===== config.mk =====
export PLATFORM = sky130hd
export DESIGN_NAME = dbu_decrement_branch
export DESIGN_NICKNAME = d
export VERILOG_FILES = /design/src/hw/dbu_pkg.sv /design/src/hw/dbu_decrement_branch.sv
export SDC_FILE = /design/constraint.sdc
export NUM_CORES = 1
export LEC_CHECK = 0
export ABC_CLOCK_PERIOD_IN_PS = 2990
export BUFFER_PORTS_ARGS = -buffer_cell sky130_fd_sc_hd__buf_4
export CAP_MARGIN = 5
export CORE_MARGIN = 4
export CORE_UTILIZATION = 40
export DETAILED_ROUTE_END_ITERATION = 10
export HOLD_SLACK_MARGIN = 0.06
export PLACE_DENSITY = 0.66
export SYNTH_ARGS = -nofsm -noshare
export SYNTH_HDL_FRONTEND = slang
export SYNTH_SLANG_ARGS = --single-unit

===== constraint.sdc =====
create_clock -name clk -period 2.99 [get_ports clk]
set_input_delay 0.299 -clock clk [delete_from_list [all_inputs] [get_ports clk]]
set_output_delay 0.299 -clock clk [all_outputs]
set_load 0.05 [all_outputs]

===== src/hw/dbu_pkg.sv =====
// Shared constants and types of the decrement-and-branch unit.
// Assumes one core clock and that the surrounding core supplies operands.
package dbu_pkg;

   // Instruction word layout, most significant field first.
   typedef struct packed {
      logic [5:0]  opcode;
      logic        pc_rel;
      logic [2:0]  aux_sel;
      logic        delayed;
      logic [4:0]  cond;
      logic [15:0] field;
   } dbu_instr_t;

   typedef struct packed {
      logic latched_underflow_flag;
      logic latched_overflow_flag;
      logic underflow_flag;
      logic n;
      logic z;
      logic v;
      logic c;
   } dbu_flags_t;

   typedef enum logic [1:0] {DBU_IDLE, DBU_STD, DBU_SLOT} dbu_state_t;

   typedef struct packed {
      dbu_state_t  st;
      logic [2:0]  cnt;
      logic        taken;
      dbu_flags_t  flags;
      logic        aux_wr_en;
      logic [2:0]  aux_wr_idx;
      logic [31:0] aux_wr_data;
      logic        pc_load;
      logic [31:0] pc_target;
      logic        busy;
      logic        done;
      logic        bad_instr;
   } dbu_regs_t;

   localparam logic [5:0]  DBU_OPCODE      = 6'h1b;
   localparam logic [4:0]  DBU_REG_MAX     = 5'h1b;
   localparam logic [4:0]  DBU_EXT_REG_MAX = 5'h07;
   localparam logic [2:0]  DBU_STD_CYCLES  = 3'h4;
   localparam logic [2:0]  DBU_DELAY_SLOTS = 3'h3;
   localparam logic [31:0] DBU_STD_STEP    = 32'h1;
   localparam logic [31:0] DBU_DLY_STEP    = 32'h3;
   localparam int          DBU_AUX_W       = 24;
   localparam dbu_flags_t  DBU_FLAGS_RST   = 7'h00;

   localparam logic [4:0] DBU_CC_U    = 5'h00;
   localparam logic [4:0] DBU_CC_LO   = 5'h01;
   localparam logic [4:0] DBU_CC_LS   = 5'h02;
   localparam logic [4:0] DBU_CC_HI   = 5'h03;
   localparam logic [4:0] DBU_CC_HS   = 5'h04;
   localparam logic [4:0] DBU_CC_EQ   = 5'h05;
   localparam logic [4:0] DBU_CC_NE   = 5'h06;
   localparam logic [4:0] DBU_CC_LT   = 5'h07;
   localparam logic [4:0] DBU_CC_LE   = 5'h08;
   localparam logic [4:0] DBU_CC_GT   = 5'h09;
   localparam logic [4:0] DBU_CC_GE   = 5'h0a;
   localparam logic [4:0] DBU_CC_NV   = 5'h0c;
   localparam logic [4:0] DBU_CC_V    = 5'h0d;
   localparam logic [4:0] DBU_CC_NUF  = 5'h0e;
   localparam logic [4:0] DBU_CC_UF   = 5'h0f;
   localparam logic [4:0] DBU_CC_NLV  = 5'h10;
   localparam logic [4:0] DBU_CC_LV   = 5'h11;
   localparam logic [4:0] DBU_CC_NLUF = 5'h12;
   localparam logic [4:0] DBU_CC_LUF  = 5'h13;
   localparam logic [4:0] DBU_CC_ZUF  = 5'h14;

endpackage


===== src/hw/dbu_decrement_branch.sv =====
// Decrement-and-branch execution unit of the core, standard and delayed forms.
// Assumes the core presents the instruction with its operands on issue and
// pulses slot_retire once per instruction retired in a delay slot.
//
// How it works
// - top six bits must be the branch opcode.
// - counter decremented on every execution.
// - branch only if condition true and counter nonnegative.
// - counter decrement works on 24 signed bits.
// - upper eight counter bits stay unchanged.
// - sign test looks at low 24 bits.
// - decrement never touches the tested flags.
// - flags come from last status-updating instruction.
// - mode bit picks register or PC-relative target.
// - register mode loads whole register, index to 27.
// - standard relative target is PC plus one plus offset.
// - offset is sign-extended low sixteen bits.
// - standard form takes four cycles.
// - twenty condition codes over the status flags.
// - flags updated only by R0-R7 writes or compares.
// - overflow saturate setting has no effect.
// - delayed relative target is PC plus three plus offset.
// - bit 21 set selects delayed form, three slots.
`timescale 1ns/1ps
`default_nettype none

module dbu_decrement_branch (
   input  wire logic              clk,
   input  wire logic              resetn,
   input  wire logic              clk_en,
   input  wire logic              issue,
   input  wire dbu_pkg::dbu_instr_t instr,
   input  wire logic [31:0]       inst_pc,
   input  wire logic [31:0]       aux_value,
   input  wire logic [31:0]       reg_value,
   input  wire logic              slot_retire,
   input  wire logic              flag_wr,
   input  wire logic [4:0]        flag_dest_idx,
   input  wire logic              flag_is_compare,
   input  wire dbu_pkg::dbu_flags_t flag_value,
   output logic                   aux_wr_en,
   output logic [2:0]             aux_wr_idx,
   output logic [31:0]            aux_wr_data,
   output logic                   pc_load,
   output logic [31:0]            pc_target,
   output logic                   busy,
   output logic                   done,
   output logic                   bad_instr,
   output dbu_pkg::dbu_flags_t    flags_out
);

   dbu_pkg::dbu_regs_t state_reg;
   dbu_pkg::dbu_regs_t state_next;

   logic        accept;
   logic        cond_ok;
   logic        cond_defined;
   logic        instr_ok;
   logic        take;
   logic [23:0] aux_dec;
   logic [31:0] target_calc;

   // Evaluates a condition code; unknown codes are reported as undefined.
   function automatic logic [1:0] cond_eval(input logic [4:0] code,
                                           input dbu_pkg::dbu_flags_t f);
      logic r;
      logic d;
      r = 1'b0;
      d = 1'b1;
      unique case (code)
         dbu_pkg::DBU_CC_U:    r = 1'b1;
         dbu_pkg::DBU_CC_LO:   r = f.c;
         dbu_pkg::DBU_CC_LS:   r = f.c | f.z;
         dbu_pkg::DBU_CC_HI:   r = ~f.c & ~f.z;
         dbu_pkg::DBU_CC_HS:   r = ~f.c;
         dbu_pkg::DBU_CC_EQ:   r = f.z;
         dbu_pkg::DBU_CC_NE:   r = ~f.z;
         dbu_pkg::DBU_CC_LT:   r = f.n;
         dbu_pkg::DBU_CC_LE:   r = f.n | f.z;
         dbu_pkg::DBU_CC_GT:   r = ~f.n & ~f.z;
         dbu_pkg::DBU_CC_GE:   r = ~f.n;
         dbu_pkg::DBU_CC_NV:   r = ~f.v;
         dbu_pkg::DBU_CC_V:    r = f.v;
         dbu_pkg::DBU_CC_NUF:  r = ~f.underflow_flag;
         dbu_pkg::DBU_CC_UF:   r = f.underflow_flag;
         dbu_pkg::DBU_CC_NLV:  r = ~f.latched_overflow_flag;
         dbu_pkg::DBU_CC_LV:   r = f.latched_overflow_flag;
         dbu_pkg::DBU_CC_NLUF: r = ~f.latched_underflow_flag;
         dbu_pkg::DBU_CC_LUF:  r = f.latched_underflow_flag;
         dbu_pkg::DBU_CC_ZUF:  r = f.z | f.underflow_flag;
         default:              d = 1'b0;
      endcase
      return {d, r};
   endfunction

   // Widens a 16-bit displacement to the 32-bit program counter width.
   function automatic logic [31:0] sext16(input logic [15:0] disp);
      return {{16{disp[15]}}, disp};
   endfunction

   always_comb begin
      accept = issue && (state_reg.st == dbu_pkg::DBU_IDLE);
      // The counter wraps within 24 bits; no saturation is applied, whatever the
      // overflow setting of the core says.
      aux_dec = aux_value[23:0] - 24'h000001;
      // Only the stored flags are consulted, never the decremented value.
      {cond_defined, cond_ok} = cond_eval(instr.cond, state_reg.flags);
      instr_ok = (instr.opcode == dbu_pkg::DBU_OPCODE) && cond_defined;
      if (!instr.pc_rel && (instr.field[4:0] > dbu_pkg::DBU_REG_MAX)) begin
         instr_ok = 1'b0;
      end
      take = cond_ok && !aux_dec[dbu_pkg::DBU_AUX_W-1];
      if (!instr.pc_rel) begin
         target_calc = reg_value;
      end else if (instr.delayed) begin
         target_calc = inst_pc + dbu_pkg::DBU_DLY_STEP
                       + sext16(instr.field);
      end else begin
         target_calc = inst_pc + dbu_pkg::DBU_STD_STEP
                       + sext16(instr.field);
      end
   end

   always_comb begin
      state_next = state_reg;
      state_next.aux_wr_en = 1'b0;
      state_next.pc_load   = 1'b0;
      state_next.done      = 1'b0;
      state_next.bad_instr = 1'b0;
      // Flags change only through the core's update port or reset, never through the decrement.
      if (flag_wr && ((flag_dest_idx <= dbu_pkg::DBU_EXT_REG_MAX) || flag_is_compare)) begin
         state_next.flags = flag_value;
      end
      unique case (state_reg.st)
         dbu_pkg::DBU_IDLE: begin
            // A refused word writes nothing back, so the counter survives a bad fetch.
            if (accept && !instr_ok) begin
               state_next.bad_instr = 1'b1;
               state_next.done      = 1'b1;
            end else if (accept) begin
               state_next.aux_wr_en   = 1'b1;
               state_next.aux_wr_idx  = instr.aux_sel;
               state_next.aux_wr_data = {aux_value[31:24], aux_dec};
               state_next.taken       = take;
               state_next.pc_target   = target_calc;
               state_next.cnt         = 3'h1;
               if (instr.delayed) begin
                  // Delayed form retires at once; the redirect waits for the slots.
                  state_next.done = 1'b1;
                  state_next.cnt  = 3'h0;
                  if (take) begin
                     state_next.st = dbu_pkg::DBU_SLOT;
                  end
               end else begin
                  state_next.busy = 1'b1;
                  state_next.st   = dbu_pkg::DBU_STD;
               end
            end
         end
         dbu_pkg::DBU_STD: begin
            // Occupancy is fixed so issue timing does not depend on the outcome.
            if (state_reg.cnt == dbu_pkg::DBU_STD_CYCLES - 3'h1) begin
               state_next.busy    = 1'b0;
               state_next.done    = 1'b1;
               state_next.pc_load = state_reg.taken;
               state_next.st      = dbu_pkg::DBU_IDLE;
            end else begin
               state_next.cnt = state_reg.cnt + 3'h1;
            end
         end
         dbu_pkg::DBU_SLOT: begin
            if (slot_retire) begin
               if (state_reg.cnt == dbu_pkg::DBU_DELAY_SLOTS - 3'h1) begin
                  state_next.pc_load = 1'b1;
                  state_next.cnt     = 3'h0;
                  state_next.st      = dbu_pkg::DBU_IDLE;
               end else begin
                  state_next.cnt = state_reg.cnt + 3'h1;
               end
            end
         end
         default: begin
            state_next.st = dbu_pkg::DBU_IDLE;
         end
      endcase
   end

   always_ff @(posedge clk) begin
      if (!resetn) begin
         state_reg       <= '0;
         state_reg.st    <= dbu_pkg::DBU_IDLE;
         state_reg.flags <= dbu_pkg::DBU_FLAGS_RST;
      end else if (clk_en) begin
         state_reg <= state_next;
      end
   end

   assign aux_wr_en   = state_reg.aux_wr_en;
   assign aux_wr_idx  = state_reg.aux_wr_idx;
   assign aux_wr_data = state_reg.aux_wr_data;
   assign pc_load     = state_reg.pc_load;
   assign pc_target   = state_reg.pc_target;
   assign busy        = state_reg.busy;
   assign done        = state_reg.done;
   assign bad_instr   = state_reg.bad_instr;
   assign flags_out   = state_reg.flags;
endmodule

`default_nettype wire


==> impl_metrics.env, run 1 <==
export IMPL_rows=53
export IMPL_wire_per_inst_um=16.59
export IMPL_die_area_mm2=0.02373
export IMPL_fill_cells=2040
export IMPL_cp_arrival_ps=3120
export IMPL_drv_slew=0
export IMPL_ir_worst_vdd_v=0.0002039
export IMPL_cp_start_kind="input port"
export IMPL_reg2reg_depth=7
export IMPL_ff_latch_area_mm2=0.001702
export IMPL_grt_overflow_total=0
export IMPL_synth_cells=1055
export IMPL_rsz0062_at_grt="false"
export IMPL_fin_crit_ps=2861
export IMPL_dr_first_iter_drc_count=416
export IMPL_slowest_stage="fa_1"
export IMPL_pre_cts_ws_ps=-344.2
export IMPL_critical_path_max_fanout=6
export IMPL_cts_sinks=85
export IMPL_regToRegSetupSlack_ps=840
export IMPL_cp_cell_sequence="buf_4 > ha_1 > fa_1 > a21o_1 > a21oi_1 > a211oi_2 > nor3_2 > buf_4 > a211oi_2 > a211oi_1 > xnor2_1 > nor2_1 > o31ai_1"
export IMPL_multi_input_area_mm2=0.006063
export IMPL_final_area_mm2=0.01120
export IMPL_drc_errors=0
export IMPL_fmaxAchievable_ghz=0.3495
export IMPL_criticalPathCategory="input port to flop"
export IMPL_r2r_start="state_reg[83]"
export IMPL_gp_congestion=0.9047
export IMPL_antenna_cells=0
export IMPL_io_buffer_count=222
export IMPL_antenna_left=0
export IMPL_synthTopCellsByArea="dfxtp_1, ha_1, fa_1"
export IMPL_routed_wl_um=26060
export IMPL_fin_total_pwr_w=0.003966
export IMPL_final_setup_worst_slack_ps=128.7
export IMPL_crit_path_max_incr_delay_ps=560
export IMPL_synth_top_flop_cell="dfxtp_1"
export IMPL_synthArstFlopShare_pct=0
export IMPL_holdPathEnd="aux_wr_idx[0]"
export IMPL_powerDensity_mw_per_mm2=354.1
export IMPL_dpl_cell_area_mm2=0.01079
export IMPL_ys_seq_area_share_pct=19.94
export IMPL_cp_data_required_time_ps=3250
export IMPL_viasPerCell=5.350
export IMPL_netlist_area_leader_share_pct=19.94
export IMPL_synth_seq_cells=85
export IMPL_grt_pass1_vias=8173
export IMPL_syn_area_mm2=0.008532
export IMPL_antenna_found_initial=0
export IMPL_cts_tree="yes"
export IMPL_cts_buffer_depth=2
export IMPL_dr_pass1_iters=5
export IMPL_worstMarginPinSlew_ps=651.6
export IMPL_leakagePower_nw=5.160
export IMPL_dieHeight_um=154.0
export IMPL_synth_edf_count=0
export IMPL_status="finished clean"
export IMPL_fin_skew_ps=8.995
export IMPL_grt_total_usage_pct=21.08
export IMPL_cap_violations=0
export IMPL_hold_path_class="input port to flop"
export IMPL_cts_repair_resized=0
export IMPL_syn_area_per_cell_um2=8.087
export IMPL_period_share_pct=95.70
export IMPL_vias=8405
export IMPL_coreArea_mm2=0.02102
export IMPL_worstSetupEndpointType="flop"
export IMPL_start_util_pct=40.59
export IMPL_yosysWarningCount=0
export IMPL_slew_headroom_pct=56.56
export IMPL_cts_setup_buffers=0
export IMPL_mostFrequentLayoutCell="buf_4"
export IMPL_hold_violations=0
export IMPL_min_path_cells=3
export IMPL_cts_htree_levels=3
export IMPL_place_hpwl_um=21080
export IMPL_hold_slack_ps=204.4
export IMPL_clk_pin_slew_ps=80
export IMPL_nets=1537
export IMPL_drive_gt1_share_pct=31.33
export IMPL_grt_pass1_wl_um=41230
export IMPL_hold_start="instr[22]"
export IMPL_fp_dieW_um=154.0
export IMPL_synth_fp_nets=1301
export IMPL_clock_latency_ps=350
export IMPL_cts_buffers=9
export IMPL_io_pins=226
export IMPL_critical_path_top_delay_family="compound AO/OA/AOI/OAI gates"
export IMPL_synth_largest_area_cell="dfxtp_1"
export IMPL_utilization_pct=53.29
export IMPL_holdBufCountCts=0
export IMPL_grt_max_degree=59
export IMPL_path_buf_inv=2
export IMPL_layout_common_cells="buf_4, nand2_1, dfxtp_1"
export IMPL_syn_to_final_growth_pct=31.29
export IMPL_finalSetupViolations=0
export IMPL_synthDistinctLibCells=76
export IMPL_root_buffer="clkbuf_16"
export IMPL_worstReg2RegEnd="pc_target[30]"
[power by group]
part           leakage [nW]  internal (W)  switching [W]
Sequential            0.686       0.00114     0.00000750
Clock                 0.159      0.000747       0.000531
Combinational          4.32      0.000751       0.000791
[layout make-up]
class / count / area share (%)
sequential: 85 / 15.19
multi-input combinational: 818 / 54.13
clock buffer: 9 / 2.010
timing repair buffer: 349 / 23.72
inverter: 28 / 0.9382
clock inverter: 7 / 0.9382
tap: 275 / 3.072
[Yosys cell counts (7+ instances only)]
cell        n
nand3_1    30
xor2_1     29
clkbuf_1   46
o211ai_1   24
and2_1      8
nand2_1   115
nor3_1     16
a21oi_1    57
dfxtp_1    85
buf_4      74
xnor2_1    40
nor2b_1    25
nor2_1     53
a21o_1     10
a31oi_1    25
mux2i_1    21
and3_1      8
a21boi_0   17
o211a_1    26
o21a_1      7
inv_1      28
nand4_1    14
ha_1       69
a211oi_1   13
nand2b_1   16
or3_1      11
o21ai_0    61
fa_1       30
[worst max-delay path by stage]
stage / slack (ps) / cells after the start / to / start
finish: 130 / 13 / pc_target[27] / instr[4]
global route: 2 / 17 / pc_target[27] / instr[1]
CTS: 30 / 16 / pc_target[31] / instr[1]
detailed placement: -340 / 16 / pc_target[31] / instr[1]
global placement: -280 / 16 / pc_target[31] / instr[1]
floorplan: 3 / 15 / pc_target[31] / instr[1]
[kinds of logic after synthesis]
family / share of synthesized area [%]
xor gates and xnor gates: 7.083
and+or+nand+nor: 19.37
buffers and inverters: 9.987
adders and majority gates: 17.16
muxes: 2.464
AOI/OAI and AO/OA: 23.99
DFF: 19.94
[tightest hold or removal path, delay by kind of cell]
family          cells  cell delay [ps]
compound gates      1               60
buf+inv             1              110
simple gates        1               40
[metal layers]
layer	share of wire, %	global-route usage [%]	routed length [µm]
met3	5.6	2.899	1448
met2	46	34.80	12100
met5	0	0	0
met1	46	28.79	11930
met4	2.2	6.056	578
[metrics by stage]
step	setup TNS [ps]	cells
global placement	-1670	1555
detailed placement	-2607	1555
CTS	0	1571
floorplan	0	1055
global route	0	1571
finish	0	1571
Note: power is estimated with default switching activity, not from simulation.
==> inputs of run 2 (changes only) <==
- CELL_PAD_IN_SITES_DETAIL_PLACEMENT: default -> 0
- CELL_PAD_IN_SITES_GLOBAL_PLACEMENT: default -> 1
- CORE_UTILIZATION: 40 -> 36
- PLACE_DENSITY: 0.66 -> 0.79
==> impl_metrics.env, run 2 (synthesized netlist as in run 1, its figures left out) <==
export IMPL_internal_power_w=0.002558
export IMPL_grt_pass1_vias=8073
export IMPL_dieHeight_um=161.9
export IMPL_vias=8260
export IMPL_cts_buffer_depth=2
export IMPL_antenna_cells=0
export IMPL_die_area_mm2=0.02623
export IMPL_hold_path_class="input port to flop"
export IMPL_holdBufCountCts=0
export IMPL_gp_congestion=0.8600
export IMPL_cp_start_kind="input port"
export IMPL_finalSetupViolations=0
export IMPL_slew_headroom_pct=57.89
export IMPL_final_cells=1620
export IMPL_ff_latch_area_mm2=0.001702
export IMPL_dpl_cell_count=1604
export IMPL_top_layer="met4"
export IMPL_place_hpwl_um=21180
export IMPL_cp_data_required_time_ps=3250
export IMPL_hold_slack_ps=197.3
export IMPL_cp_cell_sequence="buf_4 > ha_1 > buf_4 > ha_1 > a211oi_2 > o21bai_1 > a211o_1 > o21ai_1 > buf_4 > o21ai_0 > a211oi_1 > xnor2_1 > nor2_1 > o31ai_1"
export IMPL_drive_gt1_share_pct=31.59
export IMPL_cts_sinks=85
export IMPL_met3_length_um=1370
export IMPL_fin_skew_ps=7.390
export IMPL_cp_arrival_ps=3140
export IMPL_status="finished clean"
export IMPL_wl_met2_um=12190
export IMPL_crit_path_max_incr_delay_ps=350
export IMPL_worstSetupEndpointType="flop"
export IMPL_io_buffer_count=222
export IMPL_pre_cts_ws_ps=-505.9
export IMPL_dpl_cell_area_mm2=0.01090
export IMPL_leakagePower_nw=5.185
export IMPL_layout_common_cells="buf_4, nand2_1, dfxtp_1"
export IMPL_fp_dieW_um=161.9
export IMPL_io_pins=226
export IMPL_slowest_stage="a211o_1"
export IMPL_mostFrequentLayoutCell="buf_4"
export IMPL_rows=56
export IMPL_grt_overflow_total=0
export IMPL_wl_met1_um=12230
export IMPL_fill_cells=2379
export IMPL_multi_input_area_mm2=0.006053
export IMPL_antenna_found_initial=0
export IMPL_coreArea_mm2=0.02340
export IMPL_grt_total_usage_pct=19.48
export IMPL_antenna_left=0
export IMPL_fmaxAchievable_ghz=0.3473
export IMPL_criticalPathCategory="input port to flop"
export IMPL_period_share_pct=96.31
export IMPL_syn_to_final_growth_pct=32.13
export IMPL_switchingPower_w=0.001317
export IMPL_share_comb_of_total_power_pct=39.9
export IMPL_fin_crit_ps=2880
export IMPL_cts_tree="yes"
export IMPL_dr_pass1_iters=5
export IMPL_root_buffer="clkbuf_16"
export IMPL_clock_power_share_pct=30.5
export IMPL_final_setup_worst_slack_ps=110.4
export IMPL_ir_worst_vdd_v=0.0003098
export IMPL_nets=1542
export IMPL_powerDensity_mw_per_mm2=343.7
export IMPL_worstMarginPinSlew_ps=631.7
export IMPL_start_util_pct=36.46
export IMPL_final_area_mm2=0.01127
export IMPL_viasPerCell=5.099
export IMPL_grt_max_degree=59
export IMPL_clock_latency_ps=350
export IMPL_crit_path_frequent_cell="buf_4"
export IMPL_routed_wl_um=26380
export IMPL_cts_buffers=9
export IMPL_rsz0062_at_grt="true"
export IMPL_drv_slew=0
export IMPL_wire_per_inst_um=16.28
export IMPL_cts_htree_levels=3
export IMPL_grt_pass1_wl_um=41680
export IMPL_critical_path_max_fanout=6
export IMPL_pwr_share_seq_pct=29.6
export IMPL_cap_violations=0
export IMPL_hold_violations=0
export IMPL_dr_first_iter_drc_count=372
export IMPL_swShare_pct=33.99
export IMPL_clk_pin_slew_ps=70
export IMPL_drc_errors=0
-- run 2: cell types whose count changed in the layout (fill, tap and decap cells not counted), moves of 2 or more --
| cell | previous run | this run |
|---|---|---|
| buf_4 | 346 | 350 |
| clkinv_4 | 1 | 3 |
| fa_1 | 27 | 29 |
| fa_2 | 3 | 1 |
| ha_1 | 69 | 67 |
| inv_1 | 28 | 26 |
| inv_2 | 0 | 2 |
-- run 2: per-layer routing --
layer,up-vias,global-route usage (%)
li1,4189,-
met1,3818,26.34
met2,212,32.04
met3,41,3.476
met4,0,5.459
met5,-,0
-- run 2: layout make-up --
cell class / count / area share [%]
clock inverters: 7 / 0.7214
multi-input cells: 818 / 53.70
well taps: 319 / 3.541
inverters: 28 / 0.9323
clock buffers: 9 / 1.998
flip-flops and latches: 85 / 15.09
repair buffers: 354 / 24.02
-- run 2: metrics by stage --
step | TNS, ps | utilization [%] | total power (W)
global placement | -3124 | 46.57 | 0.002683
CTS | 0 | 47.91 | 0.003889
finish | 0 | 48.17 | 0.003875
detailed placement | -3808 | 46.57 | 0.002690
floorplan | 0 | - | 0.002036
global route | -39.42 | 48.17 | 0.004121
-- run 2: power by group through the flow --
stage	Sequential (W)	Combinational [W]	Clock [W]
after floorplan	0.00118	0.000859	0
after global placement	0.00117	0.00151	0
after detailed placement	0.00117	0.00152	0
after CTS	0.00115	0.00153	0.00122
after global routing	0.00115	0.00171	0.00127
final	0.00115	0.00155	0.00118
-- run 2: critical path: cells and delay by family --
| family | cells | cell delay [ps] |
|---|---|---|
| compound gates | 7 | 1540 |
| xor+xnor | 1 | 150 |
| fa+ha+maj | 2 | 640 |
| buf+inv | 3 | 420 |
| simple gates | 1 | 80 |
-- run 2: repair_timing --
| action | CTS | global route |
|---|---|---|
| gates resized for setup | 2 | 13 |
| buffers inserted | 0 | 1 |
| pin swaps | 0 | 9 |
| gates cloned | 0 | 0 |
| endpoints found under the setup margin | 2 | 10 |
-- run 2: final timing paths --
path                   startpoint         endpoint  slack, ps  depth (start not counted)
setup / recovery         instr[2]    pc_target[24]        110                         14
hold reg to reg   aux_wr_data[31]  aux_wr_data[31]        450                          2
setup reg to reg    state_reg[83]    pc_target[28]        740                          8
hold / removal      aux_value[31]  aux_wr_data[31]        200                          3
==> inputs of run 3 (changes only) <==
- CTS_CLUSTER_DIAMETER: default -> 40
- PLACE_DENSITY: 0.79 -> 0.84
==> impl_metrics.env, run 3 (synthesized netlist as in run 1, its figures left out) <==
export IMPL_reg2reg_depth=7
export IMPL_fp_dieW_um=161.9
export IMPL_io_pins=226
export IMPL_regToRegSetupSlack_ps=730
export IMPL_drv_slew=0
export IMPL_switchingPower_w=0.001331
export IMPL_worstReg2RegEnd="pc_target[30]"
export IMPL_cts_htree_levels=3
export IMPL_finalSetupViolations=0
export IMPL_fin_skew_ps=8.469
export IMPL_viasPerCell=5.150
export IMPL_holdPathEnd="aux_wr_idx[1]"
export IMPL_min_path_cells=3
export IMPL_hold_slack_ps=205.3
export IMPL_fin_crit_ps=2870
export IMPL_internal_power_w=0.002546
export IMPL_grt_pass1_wl_um=41960
export IMPL_critical_path_max_fanout=3
export IMPL_dr_pass1_iters=4
export IMPL_share_comb_of_total_power_pct=39.9
export IMPL_status="finished clean"
export IMPL_root_buffer="clkbuf_16"
export IMPL_dieHeight_um=161.9
export IMPL_cts_buffers=9
export IMPL_cts_sinks=85
export IMPL_vias=8323
export IMPL_worstSetupEndpointType="flop"
export IMPL_rows=56
export IMPL_final_setup_worst_slack_ps=120.4
export IMPL_syn_to_final_growth_pct=31.75
export IMPL_slew_headroom_pct=56.61
export IMPL_coreArea_mm2=0.02340
export IMPL_wire_per_inst_um=16.52
export IMPL_critPathLaunch="instr[1]"
export IMPL_pwr_share_seq_pct=29.6
export IMPL_r2r_start="state_reg[83]"
export IMPL_grt_max_degree=59
export IMPL_start_util_pct=36.46
export IMPL_fin_total_pwr_w=0.003877
export IMPL_dpl_cell_count=1601
export IMPL_cp_start_kind="input port"
export IMPL_cp_arrival_ps=3100
export IMPL_antenna_left=0
export IMPL_swShare_pct=34.32
export IMPL_clock_latency_ps=350
export IMPL_antenna_cells=0
export IMPL_nets=1539
export IMPL_cts_setup_buffers=0
export IMPL_hold_start="instr[23]"
export IMPL_fill_cells=2332
export IMPL_pre_cts_ws_ps=-325.3
export IMPL_grt_pass1_vias=8139
export IMPL_dr_first_iter_drc_count=471
export IMPL_rsz0062_at_grt="true"
export IMPL_cts_buffer_depth=2
export IMPL_drive_gt1_share_pct=31.53
export IMPL_timing_setup_tns_ps=0
export IMPL_clock_power_share_pct=30.6
export IMPL_antenna_found_initial=0
export IMPL_io_buffer_count=222
export IMPL_period_share_pct=95.97
export IMPL_die_area_mm2=0.02623
export IMPL_fmaxAchievable_ghz=0.3485
export IMPL_grt_total_usage_pct=19.59
export IMPL_criticalPathCategory="input port to flop"
export IMPL_hold_violations=0
export IMPL_gp_congestion=0.9030
export IMPL_layout_common_cells="buf_4, nand2_1, dfxtp_1"
export IMPL_holdBufCountCts=0
export IMPL_cp_data_required_time_ps=3220
export IMPL_drc_errors=0
export IMPL_leakagePower_nw=5.153
export IMPL_place_hpwl_um=21430
export IMPL_powerDensity_mw_per_mm2=344.9
export IMPL_clk_pin_slew_ps=70
export IMPL_grt_overflow_total=0
export IMPL_worstMarginPinSlew_ps=650.9
export IMPL_final_cells=1616
export IMPL_cap_violations=0
export IMPL_ir_worst_vdd_v=0.0002177
export IMPL_mostFrequentLayoutCell="buf_4"
export IMPL_cts_tree="yes"
export IMPL_hold_path_class="input port to flop"
export IMPL_routed_wl_um=26700
## run 3: critical path, cell delays in order
cell	delay, ps
buf_4	80
inv_1	40
ha_1	300
inv_1	60
ha_2	180
inv_1	50
fa_1	410
nor2b_2	170
o2111ai_2	140
a211oi_1	230
buf_4	160
nor3_4	50
a2111oi_2	340
nor2_2	100
a311o_1	330
nand3_1	80
a21oi_1	60
## run 3: cell type report
cell class / count / area [µm²] / area share (%)
multi-input combinational: 818 / 6065 / 53.95
clock inverter: 6 / 72.57 / 0.6456
sequential: 85 / 1702 / 15.14
tap: 319 / 399.1 / 3.551
clock buffer: 9 / 225.2 / 2.004
inverter: 28 / 105.1 / 0.9350
timing repair buffer: 351 / 2673 / 23.78
## run 3: how the worst max path moves through the flow
stage,endpoint
after floorplan,pc_target[31]
after global placement,pc_target[31]
after detailed placement,pc_target[31]
after CTS,pc_target[31]
after global routing,pc_target[31]
final,pc_target[31]
## run 3: power by group through the flow
stage	Clock (W)	Sequential [W]	Combinational, W
after floorplan	0	0.00118	0.000859
after global placement	0	0.00117	0.00149
after detailed placement	0	0.00117	0.00151
after CTS	0.00121	0.00115	0.00152
after global routing	0.00125	0.00115	0.00170
final	0.00118	0.00115	0.00155
## run 3: metal layers
| metal | GRT usage, % | routed length (µm) | part of all wire (%) | vias up |
|---|---|---|---|---|
| met4 | 5.037 | 360 | 1.3 | 0 |
| met2 | 32.78 | 12590 | 47 | 245 |
| met3 | 2.284 | 1356 | 5.1 | 19 |
| li1 | - | - | - | 4182 |
| met5 | 0 | 0 | 0 | - |
| met1 | 26.98 | 12390 | 46 | 3877 |
## run 3: through the flow
step	util, %	area [µm²]
finish	48.03	11240
global route	48.03	11240
CTS	47.72	11170
detailed placement	46.44	10870
global placement	46.44	10870
floorplan	-	8537
## run 3: repair_timing
item	CTS	global route
endpoints found under the setup margin	0	12
gates resized for setup	0	19
endpoints found under the hold margin	0	0
